### config.mk
export PLATFORM = sky130hd
export DESIGN_NAME = icc_input_check_config
export DESIGN_NICKNAME = d
export VERILOG_FILES = /design/src/inc/icc_pkg.sv /design/src/logic/icc_input_check_config.sv /design/src/logic/icc_input_checker.sv
export SDC_FILE = /design/constraint.sdc
export NUM_CORES = 1
export LEC_CHECK = 0
export BUFFER_PORTS_ARGS = -buffer_cell sky130_fd_sc_hd__buf_4
export CORE_MARGIN = 5
export CORE_UTILIZATION = 35
export CTS_BUF_LIST = sky130_fd_sc_hd__clkbuf_16
export DETAILED_ROUTE_END_ITERATION = 10
export GPL_ROUTABILITY_DRIVEN = 0
export GPL_TIMING_DRIVEN = 1
export PLACE_DENSITY = 0.63
export REMOVE_ABC_BUFFERS = 1
export SLEW_MARGIN = 25
export SYNTH_ARGS = -nofsm -noshare
export SYNTH_HDL_FRONTEND = slang
export SYNTH_HIERARCHICAL = 1
export SYNTH_SLANG_ARGS = --single-unit
### constraint.sdc
create_clock -name core_clk -period 7.27 [get_ports core_clk]
set_input_delay 0.3635 -clock core_clk [delete_from_list [all_inputs] [get_ports core_clk]]
set_output_delay 0.3635 -clock core_clk [all_outputs]
set_load 0.005 [all_outputs]
### src/inc/icc_pkg.sv
package icc_pkg;
    localparam int          REG_W       = 16;
    localparam int          ADDR_W      = 7;
    localparam logic [6:0]  CTRL_ADDR   = 7'h01;
    localparam logic [15:0] CTRL_RESET  = 16'h040e;
    // bits 14, 13 and 0 are reserved and never store
    localparam logic [15:0] CTRL_WMASK  = 16'h9ffe;
    localparam int          PATTERN_BIT = 15;
    localparam int          AUTOCLR_BIT = 12;
    localparam int          ODDPAR_BIT  = 11;
    localparam int          LINEPAR_BIT = 10;
    localparam int          STRBPAR_BIT = 9;
    localparam int          ROTATE_BIT  = 8;
    localparam int          INV_LO_BIT  = 4;
    localparam int          NEAR2_BIT   = 3;
    localparam int          NEAR1_BIT   = 2;
    localparam int          COLL_BIT    = 1;
    localparam int          GOOD_RUN    = 64;
    localparam int          GOOD_CNT_W  = 6;
    localparam int          CHANNELS    = 4;
    localparam int          CHAN_W      = 16;

    typedef struct packed {
        logic sync;
        logic parity;
        logic strobe;
    } icc_aux_s;

    typedef struct packed {
        logic       patternTest;
        logic       autoAlarmClearEnable;
        logic       oddParity;
        logic       lineParity;
        logic       strobeParity;
        logic       rotate;
        logic [3:0] chanInvert;
        logic       nearTwoAlarmEnable;
        logic       nearOneAlarmEnable;
        logic       collisionAlarmEnable;
    } icc_ctrl_s;

    typedef struct packed {
        logic nearTwo;
        logic nearOne;
        logic collision;
    } icc_fifo_s;
endpackage

### src/logic/icc_input_check_config.sv
`timescale 1ns/1ps
`default_nettype none
module icc_input_check_config #(
    parameter int CHANNELS = icc_pkg::CHANNELS,
    parameter int CHAN_W   = icc_pkg::CHAN_W
) (
    input  wire logic                        core_clk,
    input  wire logic                        rst,
    input  wire logic [icc_pkg::ADDR_W-1:0]  regAddr,
    input  wire logic [icc_pkg::REG_W-1:0]   regWrData,
    input  wire logic                        regWrite,
    input  wire logic                        regRead,
    output logic [icc_pkg::REG_W-1:0]        regRdData,
    input  wire logic [CHANNELS*CHAN_W-1:0]  dataPins,
    input  wire logic                        validPin,
    input  wire icc_pkg::icc_aux_s           auxPins,
    input  wire logic                        transmitEnablePin,
    input  wire logic                        sifTxEnable,
    input  wire logic [CHANNELS*CHAN_W-1:0]  expectWord,
    input  wire logic                        alarmClear,
    input  wire icc_pkg::icc_fifo_s          fifoRaw,
    output logic [CHANNELS*CHAN_W-1:0]       sampleOut,
    output logic                             sampleOutValid,
    output logic                             syncOut,
    output logic                             strobeOut,
    output logic                             analogEnable,
    output icc_pkg::icc_fifo_s               fifoAlarm,
    output logic                             parityAlarm,
    output logic                             patternAlarm
);
    localparam int WORD_W = CHANNELS * CHAN_W;
    localparam int SYNC_W = WORD_W + 5;

    logic [icc_pkg::REG_W-1:0]      inputCheckControl;
    logic [icc_pkg::REG_W-1:0]      next_inputCheckControl;
    logic [icc_pkg::REG_W-1:0]      next_regRdData;
    icc_pkg::icc_ctrl_s             ctrl;
    logic [SYNC_W-1:0]              pinMeta;
    logic [SYNC_W-1:0]              pinSync;
    logic [WORD_W-1:0]              dataS;
    logic                           validS;
    icc_pkg::icc_aux_s              auxS;
    icc_pkg::icc_aux_s              effAux;
    logic                           txPinS;
    logic [WORD_W-1:0]              invertMask;
    logic [WORD_W-1:0]              next_sampleOut;
    logic                           next_analogEnable;
    icc_pkg::icc_fifo_s             next_fifoAlarm;
    logic                           sampleGood;
    logic [icc_pkg::GOOD_CNT_W-1:0] goodCount;

    // register file
    always_comb begin
        next_inputCheckControl = inputCheckControl;
        next_regRdData         = '0;
        if (regWrite && regAddr == icc_pkg::CTRL_ADDR) begin
            next_inputCheckControl = regWrData & icc_pkg::CTRL_WMASK;
        end
        if (regRead && regAddr == icc_pkg::CTRL_ADDR) begin
            next_regRdData = inputCheckControl;
        end
    end

    always_ff @(posedge core_clk) begin
        if (rst) begin
            inputCheckControl <= icc_pkg::CTRL_RESET;
            regRdData         <= '0;
        end else begin
            inputCheckControl <= next_inputCheckControl;
            regRdData         <= next_regRdData;
        end
    end

    always_comb begin
        ctrl.patternTest          = inputCheckControl[icc_pkg::PATTERN_BIT];
        ctrl.autoAlarmClearEnable = inputCheckControl[icc_pkg::AUTOCLR_BIT];
        ctrl.oddParity            = inputCheckControl[icc_pkg::ODDPAR_BIT];
        ctrl.lineParity           = inputCheckControl[icc_pkg::LINEPAR_BIT];
        ctrl.strobeParity         = inputCheckControl[icc_pkg::STRBPAR_BIT];
        ctrl.rotate               = inputCheckControl[icc_pkg::ROTATE_BIT];
        ctrl.chanInvert           = inputCheckControl[icc_pkg::INV_LO_BIT +: 4];
        ctrl.nearTwoAlarmEnable   = inputCheckControl[icc_pkg::NEAR2_BIT];
        ctrl.nearOneAlarmEnable   = inputCheckControl[icc_pkg::NEAR1_BIT];
        ctrl.collisionAlarmEnable = inputCheckControl[icc_pkg::COLL_BIT];
    end

    // pin synchroniser; only the second stage is read
    always_ff @(posedge core_clk) begin
        if (rst) begin
            pinMeta <= '0;
            pinSync <= '0;
        end else begin
            pinMeta <= {dataPins, validPin, auxPins, transmitEnablePin};
            pinSync <= pinMeta;
        end
    end

    always_comb begin
        {dataS, validS, auxS, txPinS} = pinSync;
        effAux = auxS;
        if (ctrl.rotate) begin
            effAux.strobe = auxS.sync;
            effAux.sync   = auxS.parity;
            effAux.parity = auxS.strobe;
        end
        // per channel complement, channel A in the top slice
        for (int c = 0; c < CHANNELS; c++) begin
            invertMask[c*CHAN_W +: CHAN_W] = {CHAN_W{ctrl.chanInvert[c]}};
        end
        next_sampleOut    = dataS ^ invertMask;
        next_analogEnable = txPinS && sifTxEnable && !ctrl.patternTest;
        next_fifoAlarm.nearTwo   = fifoRaw.nearTwo && ctrl.nearTwoAlarmEnable;
        next_fifoAlarm.nearOne   = fifoRaw.nearOne && ctrl.nearOneAlarmEnable;
        next_fifoAlarm.collision = fifoRaw.collision && ctrl.collisionAlarmEnable;
    end

    always_ff @(posedge core_clk) begin
        if (rst) begin
            sampleOut      <= '0;
            sampleOutValid <= 1'b0;
            syncOut        <= 1'b0;
            strobeOut      <= 1'b0;
            analogEnable   <= 1'b0;
            fifoAlarm      <= '0;
        end else begin
            sampleOut      <= next_sampleOut;
            sampleOutValid <= validS;
            syncOut        <= effAux.sync;
            strobeOut      <= effAux.strobe;
            analogEnable   <= next_analogEnable;
            fifoAlarm      <= next_fifoAlarm;
        end
    end

    icc_input_checker #(
        .WORD_W (WORD_W)
    ) icc_input_checker_i (
        .core_clk        (core_clk),
        .rst             (rst),
        .sampleValid     (validS),
        .word            (dataS),
        .expectWord      (expectWord),
        .lineParityBit   (effAux.parity),
        .strobeParityBit (effAux.strobe),
        .ctrl            (ctrl),
        .alarmClear      (alarmClear),
        .sampleGood      (sampleGood),
        .goodCount       (goodCount),
        .parityAlarm     (parityAlarm),
        .patternAlarm    (patternAlarm)
    );

    reg_reset_a: assert property (@(posedge core_clk)
        rst |=> regRdData == '0 && inputCheckControl == icc_pkg::CTRL_RESET)
        else $error("control register reset value wrong");

    reserved_read_a: assert property (@(posedge core_clk) disable iff (rst)
        regRead && regAddr == icc_pkg::CTRL_ADDR
        |=> regRdData == ($past(inputCheckControl) & icc_pkg::CTRL_WMASK))
        else $error("register read data or reserved bits wrong");

    pattern_flag_a: assert property (@(posedge core_clk) disable iff (rst)
        validS && ctrl.patternTest && dataS != expectWord |=> patternAlarm)
        else $error("pattern mismatch not flagged");

    outputs_off_a: assert property (@(posedge core_clk) disable iff (rst)
        ctrl.patternTest |=> !analogEnable)
        else $error("analog outputs on during pattern test");

    auto_clear_a: assert property (@(posedge core_clk) disable iff (rst)
        ctrl.autoAlarmClearEnable && sampleGood && goodCount == 6'h3f && !alarmClear
        |=> !parityAlarm && !patternAlarm)
        else $error("alarms not cleared after good run");

    line_parity_a: assert property (@(posedge core_clk) disable iff (rst)
        validS && ctrl.lineParity && ((^dataS ^ effAux.parity) != ctrl.oddParity)
        |=> parityAlarm)
        else $error("line parity error missed");

    parity_sense_a: assert property (@(posedge core_clk) disable iff (rst)
        validS && ctrl.lineParity && !ctrl.strobeParity && !ctrl.patternTest
        && ((^dataS ^ effAux.parity) == ctrl.oddParity)
        |-> sampleGood)
        else $error("matching parity judged bad");

    strobe_parity_a: assert property (@(posedge core_clk) disable iff (rst)
        validS && ctrl.strobeParity && ((^dataS ^ effAux.strobe) != ctrl.oddParity)
        |=> parityAlarm)
        else $error("strobe parity error missed");

    rotate_roles_a: assert property (@(posedge core_clk) disable iff (rst)
        ctrl.rotate |=> syncOut == $past(auxS.parity) && strobeOut == $past(auxS.sync))
        else $error("rotated roles wrong");

    chan_invert_a: assert property (@(posedge core_clk) disable iff (rst)
        ctrl.chanInvert[CHANNELS-1]
        |=> sampleOut[WORD_W-1 -: CHAN_W] == ~$past(dataS[WORD_W-1 -: CHAN_W]))
        else $error("channel A not complemented");

    near_two_a: assert property (@(posedge core_clk) disable iff (rst)
        fifoAlarm.nearTwo |-> $past(fifoRaw.nearTwo && ctrl.nearTwoAlarmEnable))
        else $error("two-apart alarm leaks");

    near_one_a: assert property (@(posedge core_clk) disable iff (rst)
        fifoRaw.nearOne && ctrl.nearOneAlarmEnable |=> fifoAlarm.nearOne)
        else $error("one-apart alarm lost");

    collision_en_a: assert property (@(posedge core_clk) disable iff (rst)
        !ctrl.collisionAlarmEnable |=> !fifoAlarm.collision)
        else $error("collision alarm not masked");

    sticky_parity_a: assert property (@(posedge core_clk) disable iff (rst)
        parityAlarm && !alarmClear && !(ctrl.autoAlarmClearEnable && sampleGood)
        |=> parityAlarm)
        else $error("parity alarm dropped without clear");
endmodule
`default_nettype wire

### src/logic/icc_input_checker.sv
`timescale 1ns/1ps
`default_nettype none
module icc_input_checker #(
    parameter int WORD_W = 64
) (
    input  wire logic                        core_clk,
    input  wire logic                        rst,
    input  wire logic                        sampleValid,
    input  wire logic [WORD_W-1:0]           word,
    input  wire logic [WORD_W-1:0]           expectWord,
    input  wire logic                        lineParityBit,
    input  wire logic                        strobeParityBit,
    input  wire icc_pkg::icc_ctrl_s          ctrl,
    input  wire logic                        alarmClear,
    output logic                             sampleGood,
    output logic [icc_pkg::GOOD_CNT_W-1:0]   goodCount,
    output logic                             parityAlarm,
    output logic                             patternAlarm
);
    logic                           wordParity;
    logic                           parityBad;
    logic                           patternBad;
    logic                           autoClear;
    logic [icc_pkg::GOOD_CNT_W-1:0] next_goodCount;
    logic                           next_parityAlarm;
    logic                           next_patternAlarm;

    always_comb begin
        wordParity = ^word;
        // dedicated line check, sense from bit 11
        parityBad  = ctrl.lineParity
                     && ((wordParity ^ lineParityBit) != ctrl.oddParity);
        if (ctrl.strobeParity && ((wordParity ^ strobeParityBit) != ctrl.oddParity)) begin
            parityBad = 1'b1;
        end
        parityBad  = parityBad && sampleValid;
        patternBad = sampleValid && ctrl.patternTest && (word != expectWord);
        sampleGood = sampleValid && !parityBad && !patternBad;
        autoClear  = ctrl.autoAlarmClearEnable && sampleGood
                     && (goodCount == icc_pkg::GOOD_CNT_W'(icc_pkg::GOOD_RUN - 1));
        next_goodCount = goodCount;
        if (parityBad || patternBad) begin
            next_goodCount = '0;
        end else if (sampleGood) begin
            next_goodCount = goodCount + 1'b1;
        end
        next_parityAlarm  = parityAlarm;
        next_patternAlarm = patternAlarm;
        if (alarmClear || autoClear) begin
            next_parityAlarm  = 1'b0;
            next_patternAlarm = 1'b0;
        end
        if (parityBad) begin
            next_parityAlarm = 1'b1;
        end
        if (patternBad) begin
            next_patternAlarm = 1'b1;
        end
    end

    always_ff @(posedge core_clk) begin
        if (rst) begin
            goodCount    <= '0;
            parityAlarm  <= 1'b0;
            patternAlarm <= 1'b0;
        end else begin
            goodCount    <= next_goodCount;
            parityAlarm  <= next_parityAlarm;
            patternAlarm <= next_patternAlarm;
        end
    end
endmodule
`default_nettype wire

==> flow_metrics.tcl <==
set metrics [dict create \
    outcome "finished clean" \
    floorplan.initialDensity_pct 35.27 \
    fin_hold_ws_ns 0.04970 \
    clock-root-buffer "clkbuf_16" \
    boundaryPins 254 \
    final_total_negative_setup_slack_ns 0 \
    fmax_ghz 0.3202 \
    max_slew.worst_pin.slew_ns 1.054 \
    report.final.hold_viol_count 0 \
    layout_worst_path_cycle_share_pct 42.95 \
    min_period_ns 3.123 \
    cts_tree "done" \
    tritoncts.num_buffers 26 \
    drc 0 \
    power.static_leakage_nw 4.820 \
    worstPathArrival_ns 3.55 \
    stdcell_count 1404 \
    pwr_density_cell_nw_per_um2 265.8 \
    timing.hold.worst.class "input port to flip-flop" \
    ant_nets 0 \
    yosysWarnings 6 \
    cp-start-kind "flip-flop" \
    placementRows 58 \
    area_growth_synth_to_finish_pct 33.08 \
    crit_path_max_incr_delay_ns 0.54 \
    via_count_of_the_first_global_routing_pass 5935 \
    maxCapViolations 0 \
    dr.pass1.iters 4 \
    fp.coreArea_um2 24960 \
    route.vias.total 5825 \
    syn_area_per_cell_um2 10.82 \
    final_setup_violation_count 0 \
    port_buffers 247 \
    crit_family "compound AO/OA/AOI/OAI gates" \
    n_fill_cell 2384 \
    power_frac_clock_pct 40.6 \
    critical_path.startpoint "pinSync[9]$_SDFF_PP0_" \
    die-width_um 168.6 \
    floorplan.die_area_um2 28430 \
    comb_power_share_pct 14.0 \
    clock-skew-final_ns 0.009857 \
    layout.nets 1220 \
    critical_path_data_required_time_ns 7.70 \
    largest_net_degree_at_the_start_of_global_routing 168 \
    post_cts_buffers 0 \
    beginning_of_the_worst_hold_path "auxPins[1]" \
    relSlewSlack_pct 29.73 \
    pre_cts_slack_ns 4.029 \
    numClockSinks 243 \
    clk_latency_ns 0.52 \
    power.share.switching_pct 24.40 \
    fraction_of_layout_instances_using_a_drive_strength_above_1_pct 27.56 \
    synthesis.instances 814 \
    route.detailed.wl_per_inst_um 15.73 \
    global_route_wire_length_before_repair_um 33360 \
    gr-total-overflow 0 \
    unrepaired_setup_endpoints_after_global_routing "false" \
    timing.rr.start "pinSync[9]$_SDFF_PP0_" \
    finalWorstSetupSlack_ns 4.147 \
    dp.cells 1356 \
    vdd_drop_max_mv 0.1742 \
    clkTransAtPathRegs_ns 0.06 \
    finish.utilization_pct 46.94 \
    drt-total-wl_um 22080 \
    cts_repair_resize_count 0 \
    clock_path_buffers 3 \
    sequential_group_share_of_total_power_pct 45.4 \
    multiInputGateArea_um2 3711 \
    netlist_area_before_placement_um2 8805 \
    crit_fanout 9 \
    critical-path-slowest-cell "o31ai_1" \
    post_drt_via_cell_ratio 4.149 \
    drv_slew 0 \
    h_tree_levels 1 \
    area.sequential_um2 4865 \
    internal_power_w 0.002354 \
    antennaDiodeCount 0 \
    drt-initial-drc-count 213 \
    number_of_antenna_violations_at_the_first_check_in_global_routing 0 \
    cp_cell_sequence "xnor2_1, nand4_1, nor4_1, nand2_1, o31ai_1, inv_1, a221oi_4, nand4b_1, a31oi_1" \
    switchingPower_w 0.0007598 \
    worstSetupPathType "flip-flop to flip-flop" \
    critical_path_buf_inv_count 1 \
    grt_overall_usage_pct 15.07 \
    die_h_um 168.6 \
    dp.final_hpwl_um 16140 \
    cp-end-kind "flip-flop" \
    holdBufCountCts 0 \
]
worst paths after layout:
path	cells past startpoint	end	slack (ns)
max	9	icc_input_checker_i/goodCount[2]$_SDFFE_PP0P_	4.15
min	2	pinMeta[2]$_SDFF_PP0_	0.05
max reg2reg	9	icc_input_checker_i/goodCount[2]$_SDFFE_PP0P_	4.15
min reg2reg	1	pinSync[1]$_SDFF_PP0_	0.43
layout make-up:
type                       count  share of cell area (%)
inverter                       2                 0.06407
sequential                   243                   41.52
clock inverter                21                   1.249
multi-input combinational    529                   31.67
timing repair buffer         252                   16.21
clock buffer                  27                   5.766
tap                          330                   3.524
layer usage:
| layer | wire (um) | GRT usage (%) | vias up | share of wire [%] |
|---|---|---|---|---|
| li1 | - | - | 3021 | - |
| met1 | 9620 | 19.45 | 2595 | 44 |
| met2 | 10170 | 24.69 | 177 | 46 |
| met3 | 1842 | 5.044 | 32 | 8.3 |
| met4 | 443 | 3.317 | 0 | 2.0 |
| met5 | 0 | 0 | - | 0 |
through the flow:
| stage | instance area (um2) | power [W] |
|---|---|---|
| floorplan | 8583 | 0.001705 |
| global route | 11720 | 0.003258 |
| finish | 11720 | 0.003114 |
| global placement | 10890 | 0.001880 |
| CTS | 11720 | 0.003163 |
| detailed placement | 10890 | 0.001885 |
sequential cells by signal, indices dropped and copies added, names as in the netlist:
name and flops:
inputCheckControl 13, icc_input_checker_i/parityAlarm 1, pinSync 69, sampleOut 64
fifoAlarm 3, strobeOut 1, icc_input_checker_i/goodCount 6, icc_input_checker_i/patternAlarm 1
sampleOutValid 1, syncOut 1, pinMeta 69, regRdData 13
analogEnable 1
power groups by stage:
stage	sequential (W)	clock [W]	combinational, W
after global placement	0.00144	0	0.000438
after global routing	0.00142	0.00136	0.000476
after floorplan	0.00144	0	0.000269
final	0.00141	0.00127	0.000436
after detailed placement	0.00144	0	0.000442
after CTS	0.00141	0.00131	0.000445
placed cells by master (no fill, tap or decap), types with 2 or more instances in the layout:
master and n:
nor4_1 10, nand2_1 6, clkbuf_16 27, mux2_2 2, nor2_1 79, clkinv_2 6
a31oi_1 3, bufinv_16 2, and2_1 13, inv_1 4, mux2i_1 14, clkinv_1 9
buf_4 251, nand4_1 11, dfxtp_1 243, nand3b_1 3, xnor2_1 151, nand2b_1 24
a21oi_1 6, clkinvlp_4 2, nand3_1 6, and3_1 2, xor2_1 39, conb_1 3
nor2b_1 142
(Power assumes the default switching activity.)
